==> src/motor_start_pkg.sv <==
// constants and types shared by the motor start profile sequencer
// assumes a 100 MHz clock and a 10 ms timebase tick derived from it
package motor_start_pkg;
  localparam int CLK_HZ = 100_000_000;
  localparam int TICK_MS = 10;
  localparam int TICK_CYCLES = (CLK_HZ / 1000) * TICK_MS;
  localparam int TENTH_MS = 100;
  localparam int TICKS_PER_TENTH = TENTH_MS / TICK_MS;

  localparam int TENTHS_W = 9;
  localparam int TICKS_W = 12;
  localparam int PCT_W = 7;
  localparam int CL_W = 10;

  // settings in tenths of a second and in percent
  localparam logic [TENTHS_W-1:0] RAMP_MAX_TENTHS = 9'h12C;
  localparam logic [TENTHS_W-1:0] KICK_MAX_TENTHS = 9'h014;
  localparam logic [PCT_W-1:0] INIT_MAX_PCT = 7'h5A;
  localparam logic [PCT_W-1:0] KICK_MAX_PCT = 7'h5A;
  localparam logic [CL_W-1:0] CL_MAX_PCT = 10'h258;
  localparam logic [PCT_W-1:0] FULL_PCT = 7'h64;

  typedef enum logic [1:0] {
    ST_IDLE = 2'b00,
    ST_KICK = 2'b01,
    ST_RAMP = 2'b11,
    ST_FULL = 2'b10
  } phase_t;

  typedef enum logic {
    MODE_SOFT = 1'b0,
    MODE_CLIMIT = 1'b1
  } start_mode_t;
endpackage

==> src/motor_start_profile_sequencer.sv <==
// start profile sequencer: soft start ramp, current limit hold, kickstart, dual ramp
// assumes all inputs synchronous to clk; settings are level inputs held by software
//
// Contract
// - starting-mode setting selects soft start ramp or current limit hold, with ramp, initial and kick settings
// - soft start raises voltage from initial level to full over 0..30 s
// - soft start ramp begins at initial level, 0..90 percent
// - kickstart applies a boost for 0..2.0 s at 0..90 percent level
// - full speed detected during soft start ends ramp and gives full voltage
// - current limit holds reduced level for ramp time, then full voltage
// - current limit level adjustable in percent of full load current, up to 600
// - full speed detected during current limit hold gives full voltage at once
// - dual ramp holds two profiles of start mode, ramp time, initial level
// - dual ramp samples contact input at start: low first profile, high second
// - settings changed while running take effect at the next start only
`timescale 1ns/1ps
module motor_start_profile_sequencer
  import motor_start_pkg::*;
#(
  parameter int TICK_CYCLES = motor_start_pkg::TICK_CYCLES
) (
  // clock and reset
  input wire logic clk,
  input wire logic reset,
  // run control
  input wire logic start_req,
  input wire logic stop_req,
  input wire logic full_speed,
  // dual ramp
  input wire logic dual_ramp_en,
  input wire logic dual_sel_in,
  // profile one
  input wire motor_start_pkg::start_mode_t mode1,
  input wire logic [motor_start_pkg::TENTHS_W-1:0] ramp1_tenths,
  input wire logic [motor_start_pkg::PCT_W-1:0] init1_pct,
  // profile two
  input wire motor_start_pkg::start_mode_t mode2,
  input wire logic [motor_start_pkg::TENTHS_W-1:0] ramp2_tenths,
  input wire logic [motor_start_pkg::PCT_W-1:0] init2_pct,
  // shared settings
  input wire logic [motor_start_pkg::CL_W-1:0] climit_pct,
  input wire logic [motor_start_pkg::TENTHS_W-1:0] kick_tenths,
  input wire logic [motor_start_pkg::PCT_W-1:0] kick_pct,
  // outputs to the power stage
  output motor_start_pkg::phase_t phase_q,
  output logic [motor_start_pkg::PCT_W-1:0] volt_pct_q,
  output logic climit_on_q,
  output logic [motor_start_pkg::CL_W-1:0] climit_out_q,
  output logic kick_on_q,
  output logic [motor_start_pkg::PCT_W-1:0] kick_out_q,
  output logic profile2_q,
  output logic at_full_q
);
  import motor_start_pkg::*;

  function automatic logic [CL_W-1:0] clamp(input logic [CL_W-1:0] v, input logic [CL_W-1:0] m);
    clamp = (v > m) ? m : v;
  endfunction

  function automatic logic [TICKS_W-1:0] to_ticks(input logic [TENTHS_W-1:0] t);
    to_ticks = TICKS_W'(t) * TICKS_W'(TICKS_PER_TENTH);
  endfunction

  // live settings, profile picked by the contact input
  wire sel_live = dual_ramp_en & dual_sel_in;
  wire start_mode_t mode_live = sel_live ? mode2 : mode1;
  wire [TENTHS_W-1:0] ramp_t_live = sel_live ? ramp2_tenths : ramp1_tenths;
  wire [PCT_W-1:0] init_raw = sel_live ? init2_pct : init1_pct;
  wire [TENTHS_W-1:0] ramp_c = TENTHS_W'(clamp(CL_W'(ramp_t_live), CL_W'(RAMP_MAX_TENTHS)));
  wire [TENTHS_W-1:0] kick_c = TENTHS_W'(clamp(CL_W'(kick_tenths), CL_W'(KICK_MAX_TENTHS)));
  wire [PCT_W-1:0] init_c = PCT_W'(clamp(CL_W'(init_raw), CL_W'(INIT_MAX_PCT)));
  wire [PCT_W-1:0] kpct_c = PCT_W'(clamp(CL_W'(kick_pct), CL_W'(KICK_MAX_PCT)));
  wire [CL_W-1:0] cl_c = clamp(climit_pct, CL_MAX_PCT);

  // settings frozen at start
  start_mode_t mode_q;
  logic [TICKS_W-1:0] ramp_ticks_q;
  logic [TICKS_W-1:0] kick_ticks_q;
  logic [PCT_W-1:0] init_q;
  logic [PCT_W-1:0] kpct_q;
  logic [CL_W-1:0] cl_q;
  logic [TICKS_W-1:0] elapsed_q;
  phase_t phase_d;
  logic tick;

  wire accept = (phase_q == ST_IDLE) && start_req && !stop_req;
  // snapshot taken only on accept, so running changes wait for the next start
  wire start_mode_t mode_d = accept ? mode_live : mode_q;
  wire [TICKS_W-1:0] ramp_ticks_d = accept ? to_ticks(ramp_c) : ramp_ticks_q;
  wire [TICKS_W-1:0] kick_ticks_d = accept ? to_ticks(kick_c) : kick_ticks_q;
  wire [PCT_W-1:0] init_d = accept ? init_c : init_q;
  wire [PCT_W-1:0] kpct_d = accept ? kpct_c : kpct_q;
  wire [CL_W-1:0] cl_d = accept ? cl_c : cl_q;

  wire [TICKS_W-1:0] elapsed_inc = elapsed_q + TICKS_W'(1);
  wire kick_last = tick && (elapsed_inc == kick_ticks_q);
  wire ramp_last = tick && (elapsed_inc == ramp_ticks_q);
  wire kick_none = (kick_ticks_d == '0);
  wire ramp_none = (ramp_ticks_d == '0);
  wire starting = (phase_q == ST_KICK) || (phase_q == ST_RAMP);

  always_comb begin
    phase_d = phase_q;
    unique case (phase_q)
      ST_IDLE: begin
        if (accept) begin
          // kick first, then the mode profile
          if (!kick_none) begin
            phase_d = ST_KICK;
          end else if (!ramp_none) begin
            phase_d = ST_RAMP;
          end else begin
            phase_d = ST_FULL;
          end
        end
      end
      ST_KICK: begin
        if (stop_req) begin
          phase_d = ST_IDLE;
        end else if (full_speed) begin
          phase_d = ST_FULL;
        end else if (kick_last) begin
          phase_d = ramp_none ? ST_FULL : ST_RAMP;
        end
      end
      ST_RAMP: begin
        if (stop_req) begin
          phase_d = ST_IDLE;
        end else if (full_speed || ramp_last) begin
          phase_d = ST_FULL;
        end
      end
      ST_FULL: begin
        if (stop_req) begin
          phase_d = ST_IDLE;
        end
      end
    endcase
  end

  wire [TICKS_W-1:0] elapsed_d = (phase_d != phase_q) ? '0 : (tick ? elapsed_inc : elapsed_q);

  // linear soft start level: init + (full - init) * elapsed / ramp
  localparam int PROD_W = PCT_W + TICKS_W;
  wire [PROD_W-1:0] ramp_prod = PROD_W'(FULL_PCT - init_d) * PROD_W'(elapsed_d);
  wire [PROD_W-1:0] ramp_div = ramp_none ? PROD_W'(1) : PROD_W'(ramp_ticks_d);
  wire [PROD_W-1:0] ramp_quot = ramp_prod / ramp_div;
  wire [PCT_W-1:0] ramp_level = init_d + PCT_W'(ramp_quot);

  wire soft_d = (mode_d == MODE_SOFT);
  wire in_start_d = (phase_d == ST_KICK) || (phase_d == ST_RAMP);
  wire [PCT_W-1:0] volt_d =
    (phase_d == ST_FULL) ? FULL_PCT :
    (in_start_d && soft_d) ? ((phase_d == ST_RAMP) ? ramp_level : init_d) : '0;
  wire climit_on_d = in_start_d && !soft_d;
  wire kick_on_d = (phase_d == ST_KICK);

  start_tick_gen #(
    .CYCLES(TICK_CYCLES)
  ) u_tick (
    .clk(clk),
    .reset(reset),
    .restart(accept),
    .tick(tick)
  );

  always_ff @(posedge clk) begin
    if (reset) begin
      phase_q <= ST_IDLE;
      elapsed_q <= '0;
    end else begin
      phase_q <= phase_d;
      elapsed_q <= elapsed_d;
    end
  end

  always_ff @(posedge clk) begin
    if (reset) begin
      mode_q <= MODE_SOFT;
      ramp_ticks_q <= '0;
      kick_ticks_q <= '0;
      init_q <= '0;
      kpct_q <= '0;
      cl_q <= '0;
      profile2_q <= 1'b0;
    end else if (accept) begin
      mode_q <= mode_d;
      ramp_ticks_q <= ramp_ticks_d;
      kick_ticks_q <= kick_ticks_d;
      init_q <= init_d;
      kpct_q <= kpct_d;
      cl_q <= cl_d;
      profile2_q <= sel_live;
    end
  end

  always_ff @(posedge clk) begin
    if (reset) begin
      volt_pct_q <= '0;
      climit_on_q <= 1'b0;
      climit_out_q <= '0;
      kick_on_q <= 1'b0;
      kick_out_q <= '0;
      at_full_q <= 1'b0;
    end else begin
      volt_pct_q <= volt_d;
      climit_on_q <= climit_on_d;
      climit_out_q <= climit_on_d ? cl_d : '0;
      kick_on_q <= kick_on_d;
      kick_out_q <= kick_on_d ? kpct_d : '0;
      at_full_q <= (phase_d == ST_FULL);
    end
  end

  property p_speed_full;
    @(posedge clk) disable iff (reset)
      (starting && full_speed && !stop_req)
        |=> (phase_q == ST_FULL) && (volt_pct_q == FULL_PCT);
  endproperty
  a_speed_full: assert property (p_speed_full) else $error("no full at speed");

  property p_ramp_end;
    @(posedge clk) disable iff (reset)
      (phase_q == ST_RAMP && ramp_last && !stop_req) |=> at_full_q && (volt_pct_q == FULL_PCT);
  endproperty
  a_ramp_end: assert property (p_ramp_end) else $error("ramp did not end at full");

  property p_ramp_begin;
    @(posedge clk) disable iff (reset)
      ($changed(phase_q) && phase_q == ST_RAMP && mode_q == MODE_SOFT) |-> (volt_pct_q == init_q);
  endproperty
  a_ramp_begin: assert property (p_ramp_begin) else $error("ramp not at initial level");

  property p_cl_hold;
    @(posedge clk) disable iff (reset)
      (phase_q == ST_RAMP && mode_q == MODE_CLIMIT) |-> climit_on_q && (climit_out_q == cl_q)
        && (cl_q <= CL_MAX_PCT);
  endproperty
  a_cl_hold: assert property (p_cl_hold) else $error("current limit level wrong");

  property p_kick_first;
    @(posedge clk) disable iff (reset)
      (accept && kick_c != '0) |=> kick_on_q && (kick_out_q == kpct_q) && (phase_q == ST_KICK);
  endproperty
  a_kick_first: assert property (p_kick_first) else $error("kick not applied");

  property p_profile_sel;
    @(posedge clk) disable iff (reset)
      accept |=> (profile2_q == $past(dual_ramp_en && dual_sel_in))
        && (init_q == $past(init_c));
  endproperty
  a_profile_sel: assert property (p_profile_sel) else $error("wrong profile");

  property p_frozen;
    @(posedge clk) disable iff (reset)
      (phase_q != ST_IDLE && $past(phase_q) != ST_IDLE) |-> $stable(ramp_ticks_q)
        && $stable(init_q) && $stable(mode_q);
  endproperty
  a_frozen: assert property (p_frozen) else $error("settings changed mid start");

  property p_monotonic;
    @(posedge clk) disable iff (reset)
      (phase_q == ST_RAMP && $past(phase_q) == ST_RAMP && mode_q == MODE_SOFT)
        |-> (volt_pct_q >= $past(volt_pct_q)) && (volt_pct_q < FULL_PCT);
  endproperty
  a_monotonic: assert property (p_monotonic) else $error("soft ramp not rising");

  property p_full_state;
    @(posedge clk) disable iff (reset)
      (phase_q == ST_FULL) |-> (volt_pct_q == FULL_PCT) && !climit_on_q && !kick_on_q;
  endproperty
  a_full_state: assert property (p_full_state) else $error("full phase wrong");
endmodule

==> src/start_tick_gen.sv <==
// timebase tick generator for the start sequencer
// assumes restart is a one-cycle pulse that realigns the tick phase
`timescale 1ns/1ps
module start_tick_gen #(
  parameter int CYCLES = motor_start_pkg::TICK_CYCLES
) (
  // clock and reset
  input wire logic clk,
  input wire logic reset,
  // control
  input wire logic restart,
  // one-cycle tick
  output logic tick
);
  localparam int CNT_W = (CYCLES > 1) ? $clog2(CYCLES) : 1;
  localparam logic [CNT_W-1:0] LAST = CNT_W'(CYCLES - 1);

  logic [CNT_W-1:0] cnt_q;
  wire wrap = (cnt_q == LAST);

  always_ff @(posedge clk) begin
    if (reset || restart || wrap) begin
      cnt_q <= '0;
    end else begin
      cnt_q <= cnt_q + CNT_W'(1);
    end
  end

  always_ff @(posedge clk) begin
    if (reset || restart) begin
      tick <= 1'b0;
    end else begin
      tick <= wrap;
    end
  end
endmodule

==> config.mk <==
export PLATFORM = sky130hd
export DESIGN_NAME = motor_start_profile_sequencer
export DESIGN_NICKNAME = d
export VERILOG_FILES = /design/src/motor_start_pkg.sv /design/src/motor_start_profile_sequencer.sv /design/src/start_tick_gen.sv
export SDC_FILE = /design/constraint.sdc
export NUM_CORES = 1
export LEC_CHECK = 0
export BUFFER_PORTS_ARGS = -buffer_cell sky130_fd_sc_hd__clkbuf_2
export CAP_MARGIN = 15
export CELL_PAD_IN_SITES_DETAIL_PLACEMENT = 0
export CELL_PAD_IN_SITES_GLOBAL_PLACEMENT = 2
export CORE_MARGIN = 4
export CORE_UTILIZATION = 42
export CTS_BUF_LIST = sky130_fd_sc_hd__clkbuf_8
export DETAILED_ROUTE_END_ITERATION = 10
export HOLD_SLACK_MARGIN = 0.03
export PLACE_DENSITY_LB_ADDON = 0.1
export SYNTH_ARGS = -nofsm -noshare
export SYNTH_HDL_FRONTEND = slang
export SYNTH_HIERARCHICAL = 1
export SYNTH_SLANG_ARGS = --single-unit
==> constraint.sdc <==
create_clock -name clk -period 155.3 [get_ports clk]
set_clock_uncertainty 0.15 [all_clocks]
set_input_delay 31.06 -clock clk [delete_from_list [all_inputs] [get_ports clk]]
set_output_delay 31.06 -clock clk [all_outputs]
set_load 0.02 [all_outputs]
Word-level counts from Yosys, hierarchy flattened --
Index checks and enable logic that the tools add are counted.
Word-level totals: flip-flop bits (word level) 112, output and inout bits 30, logic and storage cells 93
Cells by class: $add $sub $neg 4, multiply operators 3, divide/modulo/power cells 1, $lt $le $gt $ge 5, equal/unequal tests 10, mux-type cells 30, bitwise logic cells 5, reductions and logical operators 17
Operator list (number):
- $mux 12 | 5
- $mux 7 | 8
- $mux 9 | 3
- $eq 12x12->1 | 2
- $logic_not 12->1 | 2
- $mul 9x3->11 const B | 2
- $add 20x1->20 const B | 1
- $eq 20x20->1 const B | 1
- $mux 10 | 2
- $div 19x19->19 | 1
- $mul 8x13->19 | 1
- $mux 2 | 8
- $gt 7x7->1 const B | 2
- $add 12x1->12 const B | 1
- $gt 10x10->1 const B | 1
- $gt 9x5->1 const B | 1
- $gt 9x9->1 const B | 1
- $eq 2x2->1 const B | 4
- $pmux 2 s4 | 1
- $sub 7x7->8 const A | 1
- $add 7x7->7 | 1
- $logic_and 1x1->1 | 6
- $eq 2x1->1 const B | 2
- $logic_or 1x1->1 | 4
- other kinds (8) | 14

Depth between registers and ports, before layout --
Gate-level depths: netlist of run 1.
depth after elaboration 20, depth in mapped cells 264

Hierarchy --
The synthesis of run 1 kept the hierarchy.
Modules (own cells, without submodules):
- motor_start_profile_sequencer | instances 1, cells an instance 2243, area an instance 17165.2 um2
- start_tick_gen | instances 1, cells an instance 107, area an instance 938.4 um2

Worst setup path after synthesis of run 1 --
No wires, ideal clock.
path type input port to flip-flop, start point input dual_ramp_en, end point register volt_pct_q[6] (netlist bit), arrival time 80.456 ns, data required time 155.031 ns, slack 74.574 ns, cell stages on the path 251, buffers on the path 13, cell sequence and2_1 > clkbuf_1 > or4_1 > o22a_1 > o211a_1 > clkbuf_1 > nand3b_1 > ha_1 > ha_1 > fa_1 > a211o_1 > nand4_1 > o311ai_1 > o41ai_4 > o2111ai_1 > or3_1 > clkbuf_1 > a21o_1 > [215 not listed] > a21oi_1 > nor2b_1 > o21ai_0 > nand2b_1 > a21oi_1 > nand2_1 > a211oi_1 > a32oi_1 > ha_1 > fa_1 > a21o_1 > a21o_1 > a21o_1 > a21oi_1 > xnor2_1 > nor2_1 > xor2_1 > o21bai_1
Between the ends: word-level cells in the longest chain between the ends 20
Ends and longest elaborated chain:
- start: declaration | RTL line motor_start_profile_sequencer.sv:30 | input wire logic dual_ramp_en,
- $and 1x1->1 * | RTL line motor_start_profile_sequencer.sv:65 | wire sel_live = dual_ramp_en & dual_sel_in;
- $mux 9 | RTL line motor_start_profile_sequencer.sv:67 | wire [TENTHS_W-1:0] ramp_t_live = sel_live ? ramp2_tenths : ramp1_tenths;
- $gt 9x9->1 | RTL line motor_start_profile_sequencer.sv:57 | clamp = (v > m) ? m : v;
- $mux 9 | RTL line motor_start_profile_sequencer.sv:57
- $mul 9x3->11 | RTL line motor_start_profile_sequencer.sv:61 | to_ticks = TICKS_W'(t) * TICKS_W'(TICKS_PER_TENTH);
- $mux 12 | RTL line motor_start_profile_sequencer.sv:89 | wire [TICKS_W-1:0] ramp_ticks_d = accept ? to_ticks(ramp_c) : ramp_ticks_q;
- $logic_not 12->1 | RTL line motor_start_profile_sequencer.sv:99 | wire ramp_none = (ramp_ticks_d == '0);
- $mux 1 | RTL line motor_start_profile_sequencer.sv:110, motor_start_profile_sequencer.sv:123
- [3 not listed]
- $pmux 2 s4 | RTL line motor_start_profile_sequencer.sv:104 | unique case (phase_q)
- $ne 2x2->1 | RTL line motor_start_profile_sequencer.sv:141 | wire [TICKS_W-1:0] elapsed_d = (phase_d != phase_q) ? '0 : (tick ? elapsed_inc : elapsed_q);
- $mux 12 | RTL line motor_start_profile_sequencer.sv:141
- $mul 8x13->19 | RTL line motor_start_profile_sequencer.sv:145 | wire [PROD_W-1:0] ramp_prod = PROD_W'(FULL_PCT - init_d) * PROD_W'(elapsed_d);
- $div 19x19->19 | RTL line motor_start_profile_sequencer.sv:147 | wire [PROD_W-1:0] ramp_quot = ramp_prod / ramp_div;
- $add 7x7->7 | RTL line motor_start_profile_sequencer.sv:148 | wire [PCT_W-1:0] ramp_level = init_d + PCT_W'(ramp_quot);
- $mux 7 (2 in series) | RTL line motor_start_profile_sequencer.sv:154 | (in_start_d && soft_d) ? ((phase_d == ST_RAMP) ? ramp_level : init_d) : '0;
- $mux 7 * | RTL line motor_start_profile_sequencer.sv:153 | (phase_d == ST_FULL) ? FULL_PCT :
- end signal: assignment | RTL line motor_start_profile_sequencer.sv:206 | volt_pct_q <= volt_d;
- end: declaration | RTL line motor_start_profile_sequencer.sv:46 | output logic [motor_start_pkg::PCT_W-1:0] volt_pct_q,
Every way passes the cells marked *; elsewhere a longest branch is shown, timed or not. A chain may end at the register's enable or synchronous reset.

Worst setup path in the final report of run 1 --
Ends and elaborated chain as after synthesis.

==> impl_metrics.py, run 1 <==
metrics = {
    "run_status": {
        "status": "complete, no violations",
    },
    "placement": {
        "pre_cts_ws_ns": 66.78,
        "portBuffers": 96,
        "detailed_place_hpwl_um": 48400,
        "place_inst": 2968,
        "place.gp.congestion": 0.915,
    },
    "clock_network": {
        "clkTransAtPathRegs_ns": 0.14,
        "cts_max_path_buffers": 2,
        "hold_buffers": 0,
        "clock_latency_ns": 0.47,
        "cts_resized": 0,
        "cts_buffers": 9,
        "cts_root_buf": "clkbuf_8",
        "cts_tree": "built",
        "cts_htree_levels": 3,
        "cts_sinks": 112,
        "cts_setup_buffers": 0,
    },
    "critical_path": {
        "crit_arrival_ns": 88.87,
        "end_kind": "register",
        "cp.required_ns": 155.55,
        "r2r-end": "volt_pct_q[6]",
        "rr_worst_depth": 234,
        "slowest_stage": "o41ai_4",
        "r2r_setup_slack_ns": 98.99,
        "path_common_cell": "o21a_1",
        "worstSetupPathType": "in -> reg",
        "worstPathMaxFanout": 20,
        "cp-endpoint": "volt_pct_q[6]",
        "r2r-start": "phase_q[1]",
        "critical_path.max_stage_delay_ns": 0.79,
        "startpoint": "dual_ramp_en",
        "startpoint_type": "input port",
    },
    "final_layout": {
        "fin_util_pct": 45.8,
        "final_layout_size_suffix_gt1_share_pct": 10.5,
        "antenna_cells": 0,
        "area_growth_pct": 7.13,
        "fill_cells": 4323,
        "finalNonFillerCells": 2984,
        "finalNetCount": 2777,
    },
    "timing": {
        "fmax_mhz": 11.3,
        "hold_violations": 0,
        "slew_violations": 0,
        "finalSetupTns_ns": 0,
        "fin_ws_ns": 66.68,
        "setup_viol": 0,
        "worst_pin_slew_ns": 1.16,
        "fin_crit_ns": 88.62,
        "grt_setup_unrepaired": "no",
        "timing.slew.headroom_pct": 22.3,
        "post-route-period-util_pct": 57.1,
    },
    "floorplanning": {
        "ios": 97,
        "die_h_um": 216,
        "initial_core_util_pct": 42.8,
        "die_area_um2": 46500,
        "core-area_um2": 42300,
        "die_w_um": 216,
        "rows": 75,
    },
    "drt": {
        "route.detailed.wl_per_inst_um": 20.2,
        "vias": 17500,
        "viasPerCell": 5.87,
        "antenna_left": 0,
        "drcViolationCount": 0,
        "dr.first_iter.drc_count": 1002,
        "wl_um": 60200,
        "dr.pass1.iters": 5,
    },
    "global_route": {
        "grt_pass1_vias": 16900,
        "grt_overflow": 0,
        "grt_usage_pct": 25.2,
        "grt_pass1_wl_um": 95000,
        "grt_max_degree": 54,
        "antenna_found_initial": 0,
    },
    "synthesis": {
        "synth_edf_count": 0,
        "ys_seq_area_share_pct": 12.4,
        "synth_warnings": 6,
        "synth_area_leaders": "ha_1 17%, dfxtp_1 12%, fa_1 7.1%",
        "synthTopCellsByCount": "299 x nor2_1, 244 x ha_1, 183 x nand2_1",
        "syn-cell-area_um2": 18100,
        "ys_ff_latch": 112,
        "netlist-cell-type-count": 102,
        "synthArstFlopShare_pct": 0,
        "syn_avg_cell_area_um2": 7.70,
        "synth_ff_type": "dfxtp_1",
        "yosysMostFrequentCell": "nor2_1",
        "synth_top_area_share_pct": 16.9,
        "postSynthCellCount": 2350,
        "yosysTopAreaCell": "ha_1",
    },
    "hold_path": {
        "hold_class": "reg -> reg",
        "hold_start": "profile2_q",
        "min_path_cells": 2,
    },
    "job": {
        "cap_violations": 0,
    },
}
## metrics by stage
| stage | hold slack [ns] | instance area [um2] |
|---|---|---|
| detailed placement | 0.317 | 19200 |
| CTS | 0.336 | 19400 |
| floorplan | 0.294 | 18100 |
| global placement | 0.293 | 19200 |
| finish | 0.333 | 19400 |
| global route | 0.355 | 19400 |
## layer usage
| metal | part of all wire, % | vias to the layer above | routed length (um) | GRT usage (%) |
|---|---|---|---|---|
| li1 | - | 8642 | - | - |
| met1 | 48 | 8389 | 29000 | 35.5 |
| met2 | 46 | 408 | 27800 | 42.4 |
| met3 | 3.7 | 64 | 2220 | 1.91 |
| met4 | 2.0 | 0 | 1190 | 5.60 |
| met5 | 0 | - | 0 | 0 |
## worst max-delay path: cells and delay by family
kind	cells	cell delay (ns)
AO/OA/AOI/OAI	137	31.90
AND/OR/NAND/NOR	52	11.42
adder cells (fa/ha/maj)	28	9.80
multiplexers	7	2.16
buffers and inverters	14	2.06
XOR/XNOR	3	0.44
## registers in the layout (all words and copies together), names as in the netlist, 7 cells and up
name          count
kick_out_q        7
u_tick/cnt_q     20
kick_ticks_q     12
cl_q             10
ramp_ticks_q     12
elapsed_q        12
kpct_q            7
climit_out_q     10
init_q            7
volt_pct_q        7
## final cells by class
| class | count | area, um2 | share of cell area (%) |
|---|---|---|---|
| Clock buffer | 9 | 124 | 0.639 |
| Clock inverter | 7 | 91.3 | 0.471 |
| Inverter | 150 | 566 | 2.92 |
| Multi-Input combinational cell | 2010 | 15000 | 77.3 |
| Sequential cell | 112 | 2240 | 11.6 |
| Tap cell | 577 | 722 | 3.72 |
| Timing Repair Buffer | 119 | 653 | 3.37 |
## cell families after synthesis
group	count (synthesis)	share of synthesized area, %
simple gates	864	23.1
compound gates	613	23.9
fa+ha+maj	308	23.9
buf+inv	234	5.01
xor+xnor	140	6.85
flops	112	12.4
mux	78	4.77
other cells	1	0.0207
## worst min path at each step
stage / slack [ns] / endpoint
after CTS: 0.34 / kick_ticks_q[1]
after global routing: 0.36 / profile2_q
after detailed placement: 0.32 / kick_out_q[2]
final: 0.33 / profile2_q
after global placement: 0.29 / profile2_q
after floorplan: 0.29 / kick_out_q[2]
## layout by cell type (no fill, tap or decap), types with 16 or more instances in the layout
master	Yosys	routed
and3_1	22	22
clkbuf_2	0	96
mux2i_1	29	25
nor2_1	299	299
a211oi_1	23	23
mux2_2	43	43
xnor2_1	78	78
nand3_1	48	48
fa_1	64	64
nor3_1	98	98
o21ai_0	85	85
ha_1	244	244
and2_1	25	25
a21o_1	49	49
inv_1	142	142
o21a_1	85	85
nand2_1	183	183
dfxtp_1	112	112
nand2b_1	34	34
a21oi_1	128	127
or3_1	28	28
buf_4	1	23
xor2_1	61	61
nand4_1	27	27
nor4_1	16	16
o31ai_1	42	42
or2_2	21	21
Power of run 1 is not shown: default switching activity piles up to over one toggle a cycle in this logic, so the estimate is an artifact.
==> inputs of run 2 (changes only) <==
- ABC_AREA: not set -> 1
- CORE_UTILIZATION: 42 -> 33
- clock period: 155.3 -> 80.6 ns (I/O delays scaled with it)
==> run 2 against run 1 <==
Effect of this change:
- area after synthesis fell by 3.4%
- die area increased by 22%
- register-to-register slack got worse by 72 ns
- highest routed layer unchanged
- critical endpoint unchanged
==> impl_metrics.py, run 2 <==
metrics = {
    "clock_network": {
        "cts_htree_levels": 3,
        "hold_buffers": 0,
        "cts_buffers": 9,
        "cts_sinks": 112,
        "cts_setup_buffers": 0,
        "cts_tree": "built",
        "cts_root_buf": "clkbuf_8",
        "cts_max_path_buffers": 2,
        "cts_resized": 0,
        "clock_latency_ns": 0.42,
        "clkTransAtPathRegs_ns": 0.12,
    },
    "placement": {
        "place.gp.congestion": 0.821,
        "portBuffers": 96,
        "detailed_place_hpwl_um": 41200,
        "place_inst": 3379,
    },
    "run_status": {
        "status": "complete, no violations",
    },
    "critical_path": {
        "critical_path.max_stage_delay_ns": 0.55,
        "startpoint_type": "input port",
        "slowest_stage": "fa_1",
        "worstPathMaxFanout": 22,
        "cp.required_ns": 80.80,
        "worstSetupPathType": "in -> reg",
        "crit_arrival_ns": 70.82,
        "end_kind": "register",
        "rr_worst_depth": 344,
        "r2r_setup_slack_ns": 26.94,
        "path_common_cell": "nand2_1",
    },
    "floorplanning": {
        "ios": 97,
        "rows": 84,
        "die_h_um": 238,
        "die_area_um2": 56800,
        "core-area_um2": 52600,
        "initial_core_util_pct": 33.3,
        "die_w_um": 238,
    },
    "synthesis": {
        "synth_edf_count": 0,
        "synth_warnings": 6,
        "syn_avg_cell_area_um2": 6.68,
        "ys_seq_area_share_pct": 12.8,
        "synth_top_area_share_pct": 17.5,
        "ys_ff_latch": 112,
        "synthArstFlopShare_pct": 0,
        "synth_ff_type": "dfxtp_1",
        "postSynthCellCount": 2619,
        "synthTopCellsByCount": "535 x nand2_1, 403 x inv_1, 322 x nor2_1",
        "netlist-cell-type-count": 65,
        "syn-cell-area_um2": 17500,
        "synth_area_leaders": "ha_1 17%, dfxtp_1 13%, nand2_1 11%",
        "yosysMostFrequentCell": "nand2_1",
        "yosysTopAreaCell": "ha_1",
    },
    "global_route": {
        "grt_pass1_vias": 15800,
        "grt_pass1_wl_um": 81800,
        "grt_overflow": 0,
        "grt_max_degree": 65,
        "antenna_found_initial": 1,
        "grt_usage_pct": 17.6,
    },
    "timing": {
        "timing.slew.headroom_pct": 31.0,
        "fmax_mhz": 14.2,
        "post-route-period-util_pct": 87.6,
        "worst_pin_slew_ns": 1.03,
        "slew_violations": 0,
        "hold_violations": 0,
        "grt_setup_unrepaired": "no",
        "finalSetupTns_ns": 0,
        "fin_crit_ns": 70.61,
        "setup_viol": 0,
    },
    "final_layout": {
        "finalNonFillerCells": 3395,
        "layout_common_cells": "535 x nand2_1, 403 x inv_1, 322 x nor2_1",
        "area_growth_pct": 7.96,
        "regArea_um2": 2240,
        "fin_util_pct": 35.9,
        "final_layout_size_suffix_gt1_share_pct": 10.6,
        "fill_cells": 5741,
        "regMostFlops": "u_tick/cnt_q",
        "multi_input_area_um2": 13400,
        "layout_commonest_cell": "nand2_1",
        "largest_register_ffs": 20,
        "finalNetCount": 3077,
    },
    "drt": {
        "vias": 16100,
        "antenna_left": 0,
        "wl_um": 50000,
        "dr.pass1.iters": 5,
        "dr.first_iter.drc_count": 581,
        "viasPerCell": 4.74,
        "drcViolationCount": 0,
        "route.detailed.wl_per_inst_um": 14.7,
    },
    "job": {
        "cap_violations": 0,
    },
    "hold_path": {
        "min_path_cells": 2,
        "hold_class": "reg -> reg",
    },
}
-- run 2: cell count changes after synthesis, sizes merged, moves of 23 or more --
cell / change
inv: +275
nand3: +95
mux2: -46
clkbuf: -46
o31ai: -29
nand2b: -34
o21ai: +85
nor3: -80
or3: -28
o21a: -78
mux2i: -26
nor2: +48
and2: -23
nand2: +394
-- run 2: cell families after synthesis --
logic type               Yosys count  synth area share, %
AND/OR/NAND/NOR                 1169                 30.3
multiplexers                       6                0.358
other                              1               0.0214
AO/OA/AOI/OAI                    404                 13.7
buffers and inverters            474                 10.8
adder cells (fa/ha/maj)          308                 24.8
XOR/XNOR                         145                 7.26
flip-flops                       112                 12.8
-- run 2: path summary, 6_finish.rpt --
kind | start | endpoint
setup / recovery | dual_ramp_en | volt_pct_q[6]
hold / removal | kick_ticks_q[0] | kick_ticks_q[0]
setup reg to reg | phase_q[1] | volt_pct_q[6]
hold reg to reg | kick_ticks_q[0] | kick_ticks_q[0]
-- run 2: layout make-up --
class | count | share of cell area (%)
multi-input combinational | 2039 | 70.9
inverter | 427 | 8.49
clock buffer | 9 | 0.656
clock inverter | 6 | 0.278
tap | 688 | 4.56
antenna | 1 | 0.0133
timing repair buffer | 113 | 3.22
sequential | 112 | 11.9
-- run 2: stage by stage --
stage	worst slack (ns)	hold slack, ns	cell area [um2]
global placement	10.47	0.295	18700
global route	3.61	0.342	18900
floorplan	16.00	0.280	17500
CTS	9.74	0.320	18900
finish	9.99	0.320	18900
detailed placement	9.40	0.303	18700
-- run 2: per-layer routing --
| layer | global-route usage [%] | wire length [um] | up-vias | part of all wire, % |
|---|---|---|---|---|
| li1 | - | - | 8571 | - |
| met4 | 3.55 | 808 | 0 | 1.6 |
| met3 | 1.34 | 1060 | 27 | 2.1 |
| met1 | 23.2 | 23700 | 7319 | 48 |
| met5 | 0 | 0 | - | 0 |
| met2 | 31.5 | 24300 | 173 | 49 |
-- run 2: worst max-delay path, delay by kind of cell --
| kind | cells | cell delay, ns |
|---|---|---|
| and+or+nand+nor | 133 | 16.23 |
| adders and majority gates | 29 | 9.94 |
| xor gates and xnor gates | 2 | 0.53 |
| buffers and inverters | 59 | 5.71 |
| AOI/OAI and AO/OA | 131 | 22.10 |
Power of run 2 is left out for the same reason.
